==> src/include/eirq_map.vh <==
// Purpose: Constants for the external request flag and priority block
// Assumes: Register index = printed offset, byte address = index * 4
// Notes:   Only the low byte of each word is implemented
//
// Function
// - Level mode: flag is set every cycle the request input is low.
// - Edge mode: flag is set on a high-to-low request input change.
// - Flag clears after a read showing 1, then a written 0, or by exception handling.
// - Level mode: exception handling clears flag while the input is high.
// - Edge mode: exception handling always clears the flag.
// - Flag bits accept only 0; writing 1 does nothing; bits 7:6 absent.
// - Priority bit 0 means low level, 1 means high level.
// - Register A bits map to inputs 0,1,2-3,4-5, watchdog, timers 0-2.
// - Register B bits map to timers 3-4, DMA, serial 0-1, converter.
// - Both priority registers reset to zero, all bits read and write.
// - Sense select 0 is level, 1 is falling edge, all reset to 0.
// - Per-input enable gates the request to the CPU, resets to 0.
`ifndef EIRQ_MAP_VH
`define EIRQ_MAP_VH

// ====================================================================
// Sizes
`define EIRQ_NUM_IN      6
`define EIRQ_ADDR_W      10
`define EIRQ_DATA_W      32
`define EIRQ_ID_W        3

// ====================================================================
// Register indices (byte address is index * 4)
`define EIRQ_IDX_SENSE   8'hf4
`define EIRQ_IDX_ENABLE  8'hf5
`define EIRQ_IDX_FLAGS   8'hf6
`define EIRQ_IDX_PRIO_A  8'hf8
`define EIRQ_IDX_PRIO_B  8'hf9
`define EIRQ_IDX_ISTAT   8'hfa
`define EIRQ_IDX_ICLR    8'hfb
`define EIRQ_IDX_IEN     8'hfc

// ====================================================================
// Reset values
`define EIRQ_RST_SENSE   6'h00
`define EIRQ_RST_ENABLE  6'h00
`define EIRQ_RST_FLAGS   6'h00
`define EIRQ_RST_PRIO    8'h00
`define EIRQ_RST_INT     6'h00
`define EIRQ_RST_PIN     3'h7

// ====================================================================
// Priority register A fields
`define EIRQ_PA_IN0      7
`define EIRQ_PA_IN1      6
`define EIRQ_PA_IN23     5
`define EIRQ_PA_IN45     4
`define EIRQ_PA_WDT      3
`define EIRQ_PA_TMR0     2
`define EIRQ_PA_TMR1     1
`define EIRQ_PA_TMR2     0
// Priority register B fields, bits 4 and 0 reserved but stored
`define EIRQ_PB_TMR3     7
`define EIRQ_PB_TMR4     6
`define EIRQ_PB_DMA      5
`define EIRQ_PB_SER0     3
`define EIRQ_PB_SER1     2
`define EIRQ_PB_ADC      1

`endif

==> src/eirq_sync.v <==
// Purpose: Three-stage synchroniser with settled level and fall pulse
// Assumes: Inputs idle high, asynchronous to i_clock
// Notes:   A change counts once stages one and two agree
`timescale 1ns/1ns
`include "eirq_map.vh"

module eirq_sync (
  input  wire                     i_clock,
  input  wire                     i_sys_rst,
  input  wire [`EIRQ_NUM_IN-1:0]  i_pin,
  output wire [`EIRQ_NUM_IN-1:0]  o_level,
  output wire [`EIRQ_NUM_IN-1:0]  o_fall
);

  genvar g;
  generate
    for (g = 0; g < `EIRQ_NUM_IN; g = g + 1) begin : g_bit
      reg [2:0] stage_q;
      reg       level_q;
      reg       fall_q;
      always @(posedge i_clock) begin
        if (i_sys_rst) begin
          stage_q <= `EIRQ_RST_PIN;
          level_q <= 1'b1;
          fall_q  <= 1'b0;
        end else begin
          stage_q <= {stage_q[1:0], i_pin[g]};
          // Stage 0 feeds only stage 1
          if (stage_q[1] == stage_q[2]) begin
            level_q <= stage_q[2];
          end
          fall_q <= (stage_q[1] == stage_q[2]) & ~stage_q[2] & level_q;
        end
      end
      assign o_level[g] = level_q;
      assign o_fall[g]  = fall_q;
    end
  endgenerate

endmodule // eirq_sync

==> src/eirq_prio.v <==
// Purpose: Two-level fixed-order arbiter for the external requests
// Assumes: Pending vector already gated by enables
// Notes:   Lower input number wins within a level
`timescale 1ns/1ns
`include "eirq_map.vh"

module eirq_prio (
  input  wire                     i_clock,
  input  wire                     i_sys_rst,
  input  wire [`EIRQ_NUM_IN-1:0]  i_pending,
  input  wire [7:0]               i_prio_a,
  output reg                      o_req,
  output reg  [`EIRQ_ID_W-1:0]    o_id,
  output reg                      o_high
);

  reg [`EIRQ_NUM_IN-1:0] level_hi;
  reg [`EIRQ_NUM_IN-1:0] pend_hi;
  reg [`EIRQ_NUM_IN-1:0] pick;
  reg [`EIRQ_ID_W-1:0]   id_d;

  // Lowest set bit as an index
  function [`EIRQ_ID_W-1:0] first_set;
    input [`EIRQ_NUM_IN-1:0] v;
    integer j;
    begin
      first_set = {`EIRQ_ID_W{1'b0}};
      for (j = `EIRQ_NUM_IN - 1; j >= 0; j = j - 1) begin
        if (v[j]) begin
          first_set = j[`EIRQ_ID_W-1:0];
        end
      end
    end
  endfunction

  always @* begin
    level_hi = {i_prio_a[`EIRQ_PA_IN45], i_prio_a[`EIRQ_PA_IN45],
                i_prio_a[`EIRQ_PA_IN23], i_prio_a[`EIRQ_PA_IN23],
                i_prio_a[`EIRQ_PA_IN1],  i_prio_a[`EIRQ_PA_IN0]};
    pend_hi  = i_pending & level_hi;
    pick     = (|pend_hi) ? pend_hi : i_pending;
    id_d     = first_set(pick);
  end

  always @(posedge i_clock) begin
    if (i_sys_rst) begin
      o_req  <= 1'b0;
      o_id   <= {`EIRQ_ID_W{1'b0}};
      o_high <= 1'b0;
    end else begin
      o_req  <= |i_pending;
      o_id   <= id_d;
      o_high <= |pend_hi;
    end
  end

endmodule // eirq_prio

==> src/eirq_top.v <==
// Purpose: External request flags, sense/enable and priority registers
// Assumes: Avalon-MM slave, byte address, one wait cycle per access
// Notes:   Flags clear by read-then-write-0 or by exception handling
//
// Added by the designer: register access over Avalon-MM.
`timescale 1ns/1ns
`include "eirq_map.vh"

module eirq_top (
  input  wire                     i_clock,
  input  wire                     i_sys_rst,
  input  wire [`EIRQ_ADDR_W-1:0]  i_avs_address,
  input  wire                     i_avs_read,
  input  wire                     i_avs_write,
  input  wire [`EIRQ_DATA_W-1:0]  i_avs_writedata,
  input  wire [3:0]               i_avs_byteenable,
  output reg  [`EIRQ_DATA_W-1:0]  o_avs_readdata,
  output wire                     o_avs_waitrequest,
  input  wire [`EIRQ_NUM_IN-1:0]  i_ext_request_n,
  input  wire                     i_exc_take,
  input  wire [`EIRQ_ID_W-1:0]    i_exc_id,
  output wire                     o_cpu_req,
  output wire [`EIRQ_ID_W-1:0]    o_cpu_id,
  output wire                     o_cpu_high,
  output wire [7:0]               o_priority_group_a_bits,
  output wire [7:0]               o_priority_group_b_bits,
  output wire [`EIRQ_NUM_IN-1:0]  o_ext_request_flag,
  output wire                     o_irq
);

  // ==================================================================
  // Bus handshake
  reg                      ack_q;
  wire                     req;
  wire                     acc;
  wire [7:0]               idx;
  wire                     lane0;

  assign req               = i_avs_read | i_avs_write;
  // One wait cycle, so readdata is from a flop when accepted
  assign o_avs_waitrequest = req & ~ack_q;
  assign acc               = req & ack_q;
  assign idx               = i_avs_address[`EIRQ_ADDR_W-1:2];
  assign lane0             = i_avs_byteenable[0];

  always @(posedge i_clock) begin
    if (i_sys_rst) begin
      ack_q <= 1'b0;
    end else begin
      ack_q <= req & ~ack_q;
    end
  end

  function hit;
    input [7:0] a;
    input [7:0] want;
    begin
      hit = (a == want);
    end
  endfunction

  wire wr_en;
  wire rd_acc;
  assign wr_en  = acc & i_avs_write & lane0 & (i_avs_address[1:0] == 2'b00);
  assign rd_acc = acc & i_avs_read & (i_avs_address[1:0] == 2'b00);

  // ==================================================================
  // Pin synchroniser
  wire [`EIRQ_NUM_IN-1:0] pin_level;
  wire [`EIRQ_NUM_IN-1:0] pin_fall;

  eirq_sync u_sync (
    .i_clock   (i_clock),
    .i_sys_rst (i_sys_rst),
    .i_pin     (i_ext_request_n),
    .o_level   (pin_level),
    .o_fall    (pin_fall)
  );

  // ==================================================================
  // Control registers
  reg [`EIRQ_NUM_IN-1:0] ext_sense_select_q;
  reg [`EIRQ_NUM_IN-1:0] ext_request_enable_q;
  reg [7:0]              prio_level_a_q;
  reg [7:0]              prio_level_b_q;
  reg [`EIRQ_NUM_IN-1:0] irq_en_q;

  always @(posedge i_clock) begin
    if (i_sys_rst) begin
      ext_sense_select_q   <= `EIRQ_RST_SENSE;
      ext_request_enable_q <= `EIRQ_RST_ENABLE;
      prio_level_a_q       <= `EIRQ_RST_PRIO;
      prio_level_b_q       <= `EIRQ_RST_PRIO;
      irq_en_q             <= `EIRQ_RST_INT;
    end else if (wr_en) begin
      if (hit(idx, `EIRQ_IDX_SENSE)) begin
        ext_sense_select_q <= i_avs_writedata[`EIRQ_NUM_IN-1:0];
      end
      if (hit(idx, `EIRQ_IDX_ENABLE)) begin
        ext_request_enable_q <= i_avs_writedata[`EIRQ_NUM_IN-1:0];
      end
      if (hit(idx, `EIRQ_IDX_PRIO_A)) begin
        prio_level_a_q <= i_avs_writedata[7:0];
      end
      if (hit(idx, `EIRQ_IDX_PRIO_B)) begin
        prio_level_b_q <= i_avs_writedata[7:0];
      end
      if (hit(idx, `EIRQ_IDX_IEN)) begin
        irq_en_q <= i_avs_writedata[`EIRQ_NUM_IN-1:0];
      end
    end
  end

  // ==================================================================
  // Request flags
  reg  [`EIRQ_NUM_IN-1:0] flag_q;
  reg  [`EIRQ_NUM_IN-1:0] flag_d;
  reg  [`EIRQ_NUM_IN-1:0] armed_q;
  reg  [`EIRQ_NUM_IN-1:0] armed_d;
  reg  [`EIRQ_NUM_IN-1:0] set_v;
  reg  [`EIRQ_NUM_IN-1:0] clr_v;
  reg  [`EIRQ_NUM_IN-1:0] exc_v;
  wire                    flag_wr;
  wire                    flag_rd;
  integer                 n;

  assign flag_wr = wr_en & hit(idx, `EIRQ_IDX_FLAGS);
  assign flag_rd = rd_acc & hit(idx, `EIRQ_IDX_FLAGS);

  always @* begin
    set_v   = {`EIRQ_NUM_IN{1'b0}};
    clr_v   = {`EIRQ_NUM_IN{1'b0}};
    exc_v   = {`EIRQ_NUM_IN{1'b0}};
    armed_d = armed_q;
    for (n = 0; n < `EIRQ_NUM_IN; n = n + 1) begin
      if (ext_sense_select_q[n]) begin
        set_v[n] = pin_fall[n];
      end else begin
        set_v[n] = ~pin_level[n];
      end
      exc_v[n] = i_exc_take & (i_exc_id == n[`EIRQ_ID_W-1:0]);
      if (ext_sense_select_q[n]) begin
        clr_v[n] = exc_v[n];
      end else begin
        clr_v[n] = exc_v[n] & pin_level[n];
      end
      // Written 1 is ignored, 0 clears only when armed
      if (flag_wr & ~i_avs_writedata[n] & armed_q[n]) begin
        clr_v[n] = 1'b1;
      end
      // Arm from the value the read actually returned
      if (flag_rd & o_avs_readdata[n]) begin
        armed_d[n] = 1'b1;
      end
      if (clr_v[n] | ~flag_q[n]) begin
        armed_d[n] = 1'b0;
      end
    end
    // New event beats a clear in the same cycle
    flag_d = (flag_q & ~clr_v) | set_v;
  end

  always @(posedge i_clock) begin
    if (i_sys_rst) begin
      flag_q  <= `EIRQ_RST_FLAGS;
      armed_q <= `EIRQ_RST_FLAGS;
    end else begin
      flag_q  <= flag_d;
      armed_q <= armed_d;
    end
  end

  // ==================================================================
  // Sticky event status and interrupt line
  reg  [`EIRQ_NUM_IN-1:0] istat_q;
  wire [`EIRQ_NUM_IN-1:0] istat_clr;
  wire [`EIRQ_NUM_IN-1:0] flag_rise;

  assign flag_rise = flag_d & ~flag_q;
  assign istat_clr = (wr_en & hit(idx, `EIRQ_IDX_ICLR)) ?
                     i_avs_writedata[`EIRQ_NUM_IN-1:0] : {`EIRQ_NUM_IN{1'b0}};

  always @(posedge i_clock) begin
    if (i_sys_rst) begin
      istat_q <= `EIRQ_RST_INT;
    end else begin
      istat_q <= (istat_q & ~istat_clr) | flag_rise;
    end
  end

  assign o_irq = |(istat_q & irq_en_q);

  // ==================================================================
  // Arbitration towards the CPU
  eirq_prio u_prio (
    .i_clock   (i_clock),
    .i_sys_rst (i_sys_rst),
    .i_pending (flag_q & ext_request_enable_q),
    .i_prio_a  (prio_level_a_q),
    .o_req     (o_cpu_req),
    .o_id      (o_cpu_id),
    .o_high    (o_cpu_high)
  );

  assign o_priority_group_a_bits = prio_level_a_q;
  assign o_priority_group_b_bits = prio_level_b_q;
  assign o_ext_request_flag      = flag_q;

  // ==================================================================
  // Read data, captured in the wait cycle
  reg [7:0] rd_byte;

  always @* begin
    rd_byte = 8'h00;
    if (i_avs_address[1:0] == 2'b00) begin
      case (idx)
        `EIRQ_IDX_SENSE:  rd_byte = {2'b00, ext_sense_select_q};
        `EIRQ_IDX_ENABLE: rd_byte = {2'b00, ext_request_enable_q};
        `EIRQ_IDX_FLAGS:  rd_byte = {2'b00, flag_q};
        `EIRQ_IDX_PRIO_A: rd_byte = prio_level_a_q;
        `EIRQ_IDX_PRIO_B: rd_byte = prio_level_b_q;
        `EIRQ_IDX_ISTAT:  rd_byte = {2'b00, istat_q};
        `EIRQ_IDX_IEN:    rd_byte = {2'b00, irq_en_q};
        default:          rd_byte = 8'h00;
      endcase
    end
  end

  always @(posedge i_clock) begin
    if (i_sys_rst) begin
      o_avs_readdata <= {`EIRQ_DATA_W{1'b0}};
    end else if (i_avs_read & ~ack_q) begin
      o_avs_readdata <= {24'h000000, rd_byte};
    end
  end

endmodule // eirq_top

==> config.mk <==
export PLATFORM = sky130hd
export DESIGN_NAME = eirq_top
export DESIGN_NICKNAME = d
export VERILOG_FILES = /design/src/eirq_sync.v /design/src/eirq_prio.v /design/src/eirq_top.v
export VERILOG_INCLUDE_DIRS = /design/src /design/src/include
export SDC_FILE = /design/constraint.sdc
export NUM_CORES = 1
export LEC_CHECK = 0
export BUFFER_PORTS_ARGS = -buffer_cell sky130_fd_sc_hd__clkbuf_2
export CAP_MARGIN = 20
export CELL_PAD_IN_SITES_DETAIL_PLACEMENT = 0
export CELL_PAD_IN_SITES_GLOBAL_PLACEMENT = 2
export CORE_MARGIN = 2
export CORE_UTILIZATION = 33
export CTS_CLUSTER_DIAMETER = 150
export DETAILED_ROUTE_END_ITERATION = 8
export PLACE_DENSITY_LB_ADDON = 0.1
export SLEW_MARGIN = 30
export SYNTH_ARGS = -nofsm -noshare
export SYNTH_HDL_FRONTEND = slang
export SYNTH_HIERARCHICAL = 1
export SYNTH_SLANG_ARGS = --single-unit
export TNS_END_PERCENT = 1
==> constraint.sdc <==
create_clock -name i_clock -period 3.85 [get_ports i_clock]
set_input_delay 0.385 -clock i_clock [delete_from_list [all_inputs] [get_ports i_clock]]
set_output_delay 0.385 -clock i_clock [all_outputs]
set_load 0.01 [all_outputs]
# After elaboration in Yosys (flattened, before gate mapping)

Index checks and enable logic that the tools add are counted.
Widths: inputs -> output; s select.

Flip-flop bits (word level): 96
Input port bits: 60
Output and inout bits: 61
Logic and storage cells: 199

Equal/unequal tests: 19
Muxes and demuxes: 27
Bitwise gates (word level): 96
Reductions and logical operators: 19

Operators by type and width:

| cell               | count |
|---|---|
| $eq 8x8->1 const B | 8 |
| $pmux 8 s7         | 1 |
| $and 1x1->1        | 53 |
| $and 6x6->6        | 6 |
| $not 1->1          | 25 |
| $mux 1             | 19 |
| $not 6->6          | 3 |
| $reduce_or 6->1    | 3 |
| $reduce_or 2->1    | 7 |
| $mux 6             | 2 |
| $or 6x6->6         | 2 |
| $reduce_and 2->1   | 5 |
| $mux 8             | 1 |
| $or 1x1->1         | 7 |
| $eq 1x1->1         | 6 |
| $eq 3x2->1 const B | 2 |
| $eq 3x3->1 const B | 2 |
| $mux 3             | 2 |
| $reduce_or 5->1    | 1 |
| $mux 2             | 2 |
| $eq 3x1->1 const B | 1 |
| $logic_not 3->1    | 1 |
| $reduce_or 3->1    | 1 |
| $logic_not 2->1    | 1 |

# Logic depth before layout (Yosys ltp)

Word-level depth: 14
Gate-level depth with buffers: 7
Gate-level depth less buffers: 6

# Hierarchy

Netlist, hierarchy kept.

By module, submodules not included:

| module    | instances | cells an instance | area an instance (µm²) | sequential area each (µm²) |
|---|---|---|---|---|
| eirq_top  | 1         | 405               | 3369.5                 | 1221.2 |
| eirq_sync | 1         | 99                | 1059.8                 | 600.6 |
| eirq_prio | 1         | 28                | 230.2                  | 100.1 |

# Worst setup path after synthesis

No wires, ideal clock.

Path kind: input to register
From: input port i_avs_address[1]
To: register ext_request_enable_q[2]
Library setup time: 132 ps
Arrival: 1774 ps
Required time: 3718 ps
Slack: 1944 ps
Stages: 6
Path buffers: 2
Cells stage by stage: or3b_1 buf_6 or4_4 buf_6 o21ai_1 a21oi_1

Word-level cells in the longest chain between the ends: 3

RTL lines:

| what                       | line           | source |
|---|---|---|
| start: declaration         | eirq_top.v:12  | `` input wire [`EIRQ_ADDR_W-1:0] i_avs_address, `` |
| $logic_not 2->1            | eirq_top.v:64  | `assign wr_en = acc & i_avs_write & lane0 & (i_avs_address[1:0] == 2'b00);` |
| $and 1x1->1                | eirq_top.v:64  |  |
| $reduce_and 2->1 (no line) | -              |  |
| end signal: assignment     | eirq_top.v:91  | `` ext_request_enable_q <= `EIRQ_RST_ENABLE; `` |
| end signal: assignment     | eirq_top.v:100 | `` ext_request_enable_q <= i_avs_writedata[`EIRQ_NUM_IN-1:0]; `` |
| end: declaration           | eirq_top.v:83  | `` reg [`EIRQ_NUM_IN-1:0] ext_request_enable_q; `` |

No other way between the ends.
A chain may end at the register's enable or synchronous reset.

# Worst setup path in the final report

From: register ack_q
To: register flag_q[4], in the netlist o_ext_request_flag[4]

Word-level cells in the longest chain between the ends: 11

RTL lines:

| what                     | line           | source |
|---|---|---|
| start: declaration       | eirq_top.v:33  | `reg ack_q;` |
| start signal: assignment | eirq_top.v:50  | `ack_q <= req & ~ack_q;` |
| $and 1x1->1              | eirq_top.v:42  | `assign acc = req & ack_q;` |
| $and 1x1->1 (3 in a row) | eirq_top.v:64  |  |
| $and 1x1->1              | eirq_top.v:127 | `` assign flag_wr = wr_en & hit(idx, `EIRQ_IDX_FLAGS); `` |
| $and 1x1->1 (2 in a row) | eirq_top.v:148 | `if (flag_wr & ~i_avs_writedata[n] & armed_q[n]) begin` |
| $mux 1                   | eirq_top.v:148 |  |
| $not 6->6                | eirq_top.v:160 | `flag_d = (flag_q & ~clr_v) \| set_v;` |
| $and 6x6->6              | eirq_top.v:160 |  |
| $or 6x6->6               | eirq_top.v:160 |  |
| end signal: assignment   | eirq_top.v:165 | `` flag_q <= `EIRQ_RST_FLAGS; `` |
| end signal: assignment   | eirq_top.v:168 | `flag_q <= flag_d;` |
| end: declaration         | eirq_top.v:116 | `` reg [`EIRQ_NUM_IN-1:0] flag_q; `` |

No other way between the ends.

==> impl_metrics.csv <==
group,metric,value,unit
synthesis,ys_seq_area_share,41.2,%
worst_setup_path,crit_fanout,12,
synthesis,syn_inst,532,
synthesis,synth-seq-cells,96,
global_route,grt_pass1_vias,3880,
worst_setup_path,critical_path_required,4.09,ns
synthesis,ys.flop_type,"dfxtp_1",
drt,dr.pass1.iters,5,
timing,tns,0,ns
timing,worstMarginPinSlew,0.873,ns
pwr,peakVddDrop,188,uV
drt,vias,4125,
synthesis,synth_area_leaders,"dfxtp_1, buf_4, a21oi_1, nand3_1, o21ai_0",
worst_setup_path,cp.depth,4,
clock_tree,root_buffer,"clkbuf_16",
die,die_area,15100,um^2
die,coreArea,13800,um^2
clock_tree,cts_buffers,9,
drt,drt_wl_total,15000,um
global_route,antenna_found_initial,0,
placed_design,hpwl,10600,um
placed_design,placed_cells,750,
synthesis,netlist_area,4660,um^2
global_route,grt_pass1_wl,22800,um
min_path,hold_path_class,"primary input to register",
die,rows,43,
clock_tree,holdBufCountCts,0,
drt,postRouteAntennaNets,0,
placed_design,gp_congestion,0.828,
clock_tree,cts_tree,"done",
worst_setup_path,critPathKind,"register to register",
timing,setup_viol,0,
cells_and_area,post-route-util,38.3,%
placed_design,port_buffers,69,
clock_tree,clock_sinks,96,
pwr,power,0.00215,W
clock_tree,cts_setup_buffers,0,
pwr,p_leak,2.10,nW
synthesis,post_synth.cell_area_avg,8.76,um^2
worst_setup_path,arrival,2.61,ns
global_route,gr-usage-all-layers,20.4,%
global_route,grt_max_degree,46,
worst_setup_path,worstSetupEndpointType,"register",
worst_setup_path,reg2reg_depth,4,
clock_tree,htree_levels,3,
synthesis,ys_warn_count,6,
cells_and_area,diodes,0,
clock_tree,cts.clk_slew.worst_paths,0.07,ns
cells_and_area,fin_nets,647,
die,die_height,123,um
timing,post-route-period-util,61.7,%
worst_setup_path,cp_num_buf_inv,0,
timing,relSlewSlack,41.3,%
synthesis,ys_types,60,
timing,hold_viol_final,0,
drt,via_per_inst,5.39,
drt,drt-initial-drc-count,320,
outcome,status,"finished clean",
clock_tree,clockBufferDepth,2,
drt,drcViolationCount,0,
die,initial_core_util,33.7,%
global_route,grt_remaining_overflow,0,
synthesis,synth_edf_count,0,
pwr,powerDensity,406,nW/um^2
drt,wl_per_cell,19.5,um
synthesis,synth.most_common_cell,"dfxtp_1",
synthesis,synth_top_area_share,41.2,%
cells_and_area,fin_cells,766,
worst_setup_path,critPathTopFamily,"simple AND/OR/NAND/NOR gates",
worst_setup_path,slowest_delay,0.86,ns
cells_and_area,layout-drive-gt1-share,21.3,%
min_path,hold_depth,2,
timing,max_freq,421,MHz
synthesis,yosys-top-cells-count,"dfxtp_1, a21oi_1, buf_4, nand3_1, o21ai_0",
timing,rsz0062_at_grt,"no",
clock_tree,cts_resized,0,
worst_setup_path,slowest_stage,"nor4_4",
clock_tree,insertion_delay,0.35,ns
synthesis,yosys.area.top_type,"dfxtp_1",
timing,skew,0.0123,ns
timing,worst_hold_slack,0.211,ns
run,cap_violations,0,
worst_setup_path,critPathLaunchType,"register",
die,die_w,123,um
timing,maxSlewViolCount,0,
die,ios,121,
timing,period_minus_slack,2.38,ns
worst_setup_path,path_cells,"or3b_1, nor4_4, a41oi_1, o21bai_1",
cells_and_area,syn_to_final_growth,13.6,%
synthesis,async_flop_share,0,%
[stage by stage]
stage               setup WS (ns)  instance area [um^2]
global placement             1.31                  4970
floorplan                    1.94                  4750
detailed placement           1.31                  4980
CTS                          1.40                  5300
global route                 1.25                  5300
finish                       1.47                  5300
[report_power, final]
group / internal, W / leakage, nW / switching, W
sequential: 0.00101 / 0.779 / 0.0000172
combinational: 0.0000522 / 1.17 / 0.000120
clock: 0.000557 / 0.155 / 0.000391
total: 0.00162 / 2.10 / 0.000528
[worst reg2reg max path, cell delays in order (launching register included)]
cell and delay, ns:
dfxtp_1 0.38, or3b_1 0.57, nor4_4 0.86, a41oi_1 0.24, o21bai_1 0.21
[cells by family after synthesis]
logic type | after synthesis | synth area share, %
DFF | 96 | 41.2
adders and majority gates | 7 | 1.83
muxes | 18 | 4.03
buffers and inverters | 90 | 11.0
other | 1 | 0.0805
and+or+nand+nor | 168 | 21.1
AOI/OAI and AO/OA | 152 | 20.7
[flip-flops by register name (all words and copies together) (netlist names), 8 cells and up]
signal	cells
o_priority_group_b_bits	8
u_sync/g_bit.stage_q	18
o_avs_readdata	8
o_priority_group_a_bits	8
[cells in the final DEF (no fill, tap or decap), drive strengths merged, types with 3 or more instances in the layout]
master / count
a21oi: 51
a22oi: 9
a311oi: 4
a32oi: 3
a41o: 4
and2: 7
and3: 8
and4: 3
buf: 9
clkbuf: 81
conb: 24
dfxtp: 96
ha: 6
inv: 27
mux2: 6
mux2i: 12
nand2: 25
nand2b: 5
nand3: 32
nand3b: 6
nand4: 6
nor2: 23
nor2b: 7
nor3: 12
nor4: 6
nor4b: 3
o211ai: 7
o21ai: 42
o22ai: 3
o2bb2ai: 3
o31ai: 7
or2: 20
[worst paths after layout]
path | start | endpoint | slack (ns)
setup / recovery | ack_q | o_ext_request_flag[4] | 1.47
hold / removal | i_ext_request_n[2] | u_sync/g_bit[2].stage_q[0] | 0.21
setup reg to reg | ack_q | o_ext_request_flag[4] | 1.47
hold reg to reg | u_sync/g_bit[3].stage_q[0] | u_sync/g_bit[3].stage_q[1] | 0.40
[layer usage]
| metal | part of all wire, % | vias up | GRT usage (%) |
|---|---|---|---|
| met5 | 0 | - | 0 |
| met4 | 3.4 | 0 | 8.84 |
| met3 | 5.3 | 31 | 2.93 |
| met2 | 44 | 147 | 31.0 |
| met1 | 47 | 1988 | 28.7 |
| li1 | - | 1959 | - |
[final cells by class]
cell class	instances	area, um^2
multi-input cells	369	2320
clock buffers	12	267
clock inverters	4	51.3
repair buffers	78	413
flip-flops and latches	96	1920
inverters	27	101
well taps	180	225
fillers	1448	8530
(Power assumes the default switching activity.)
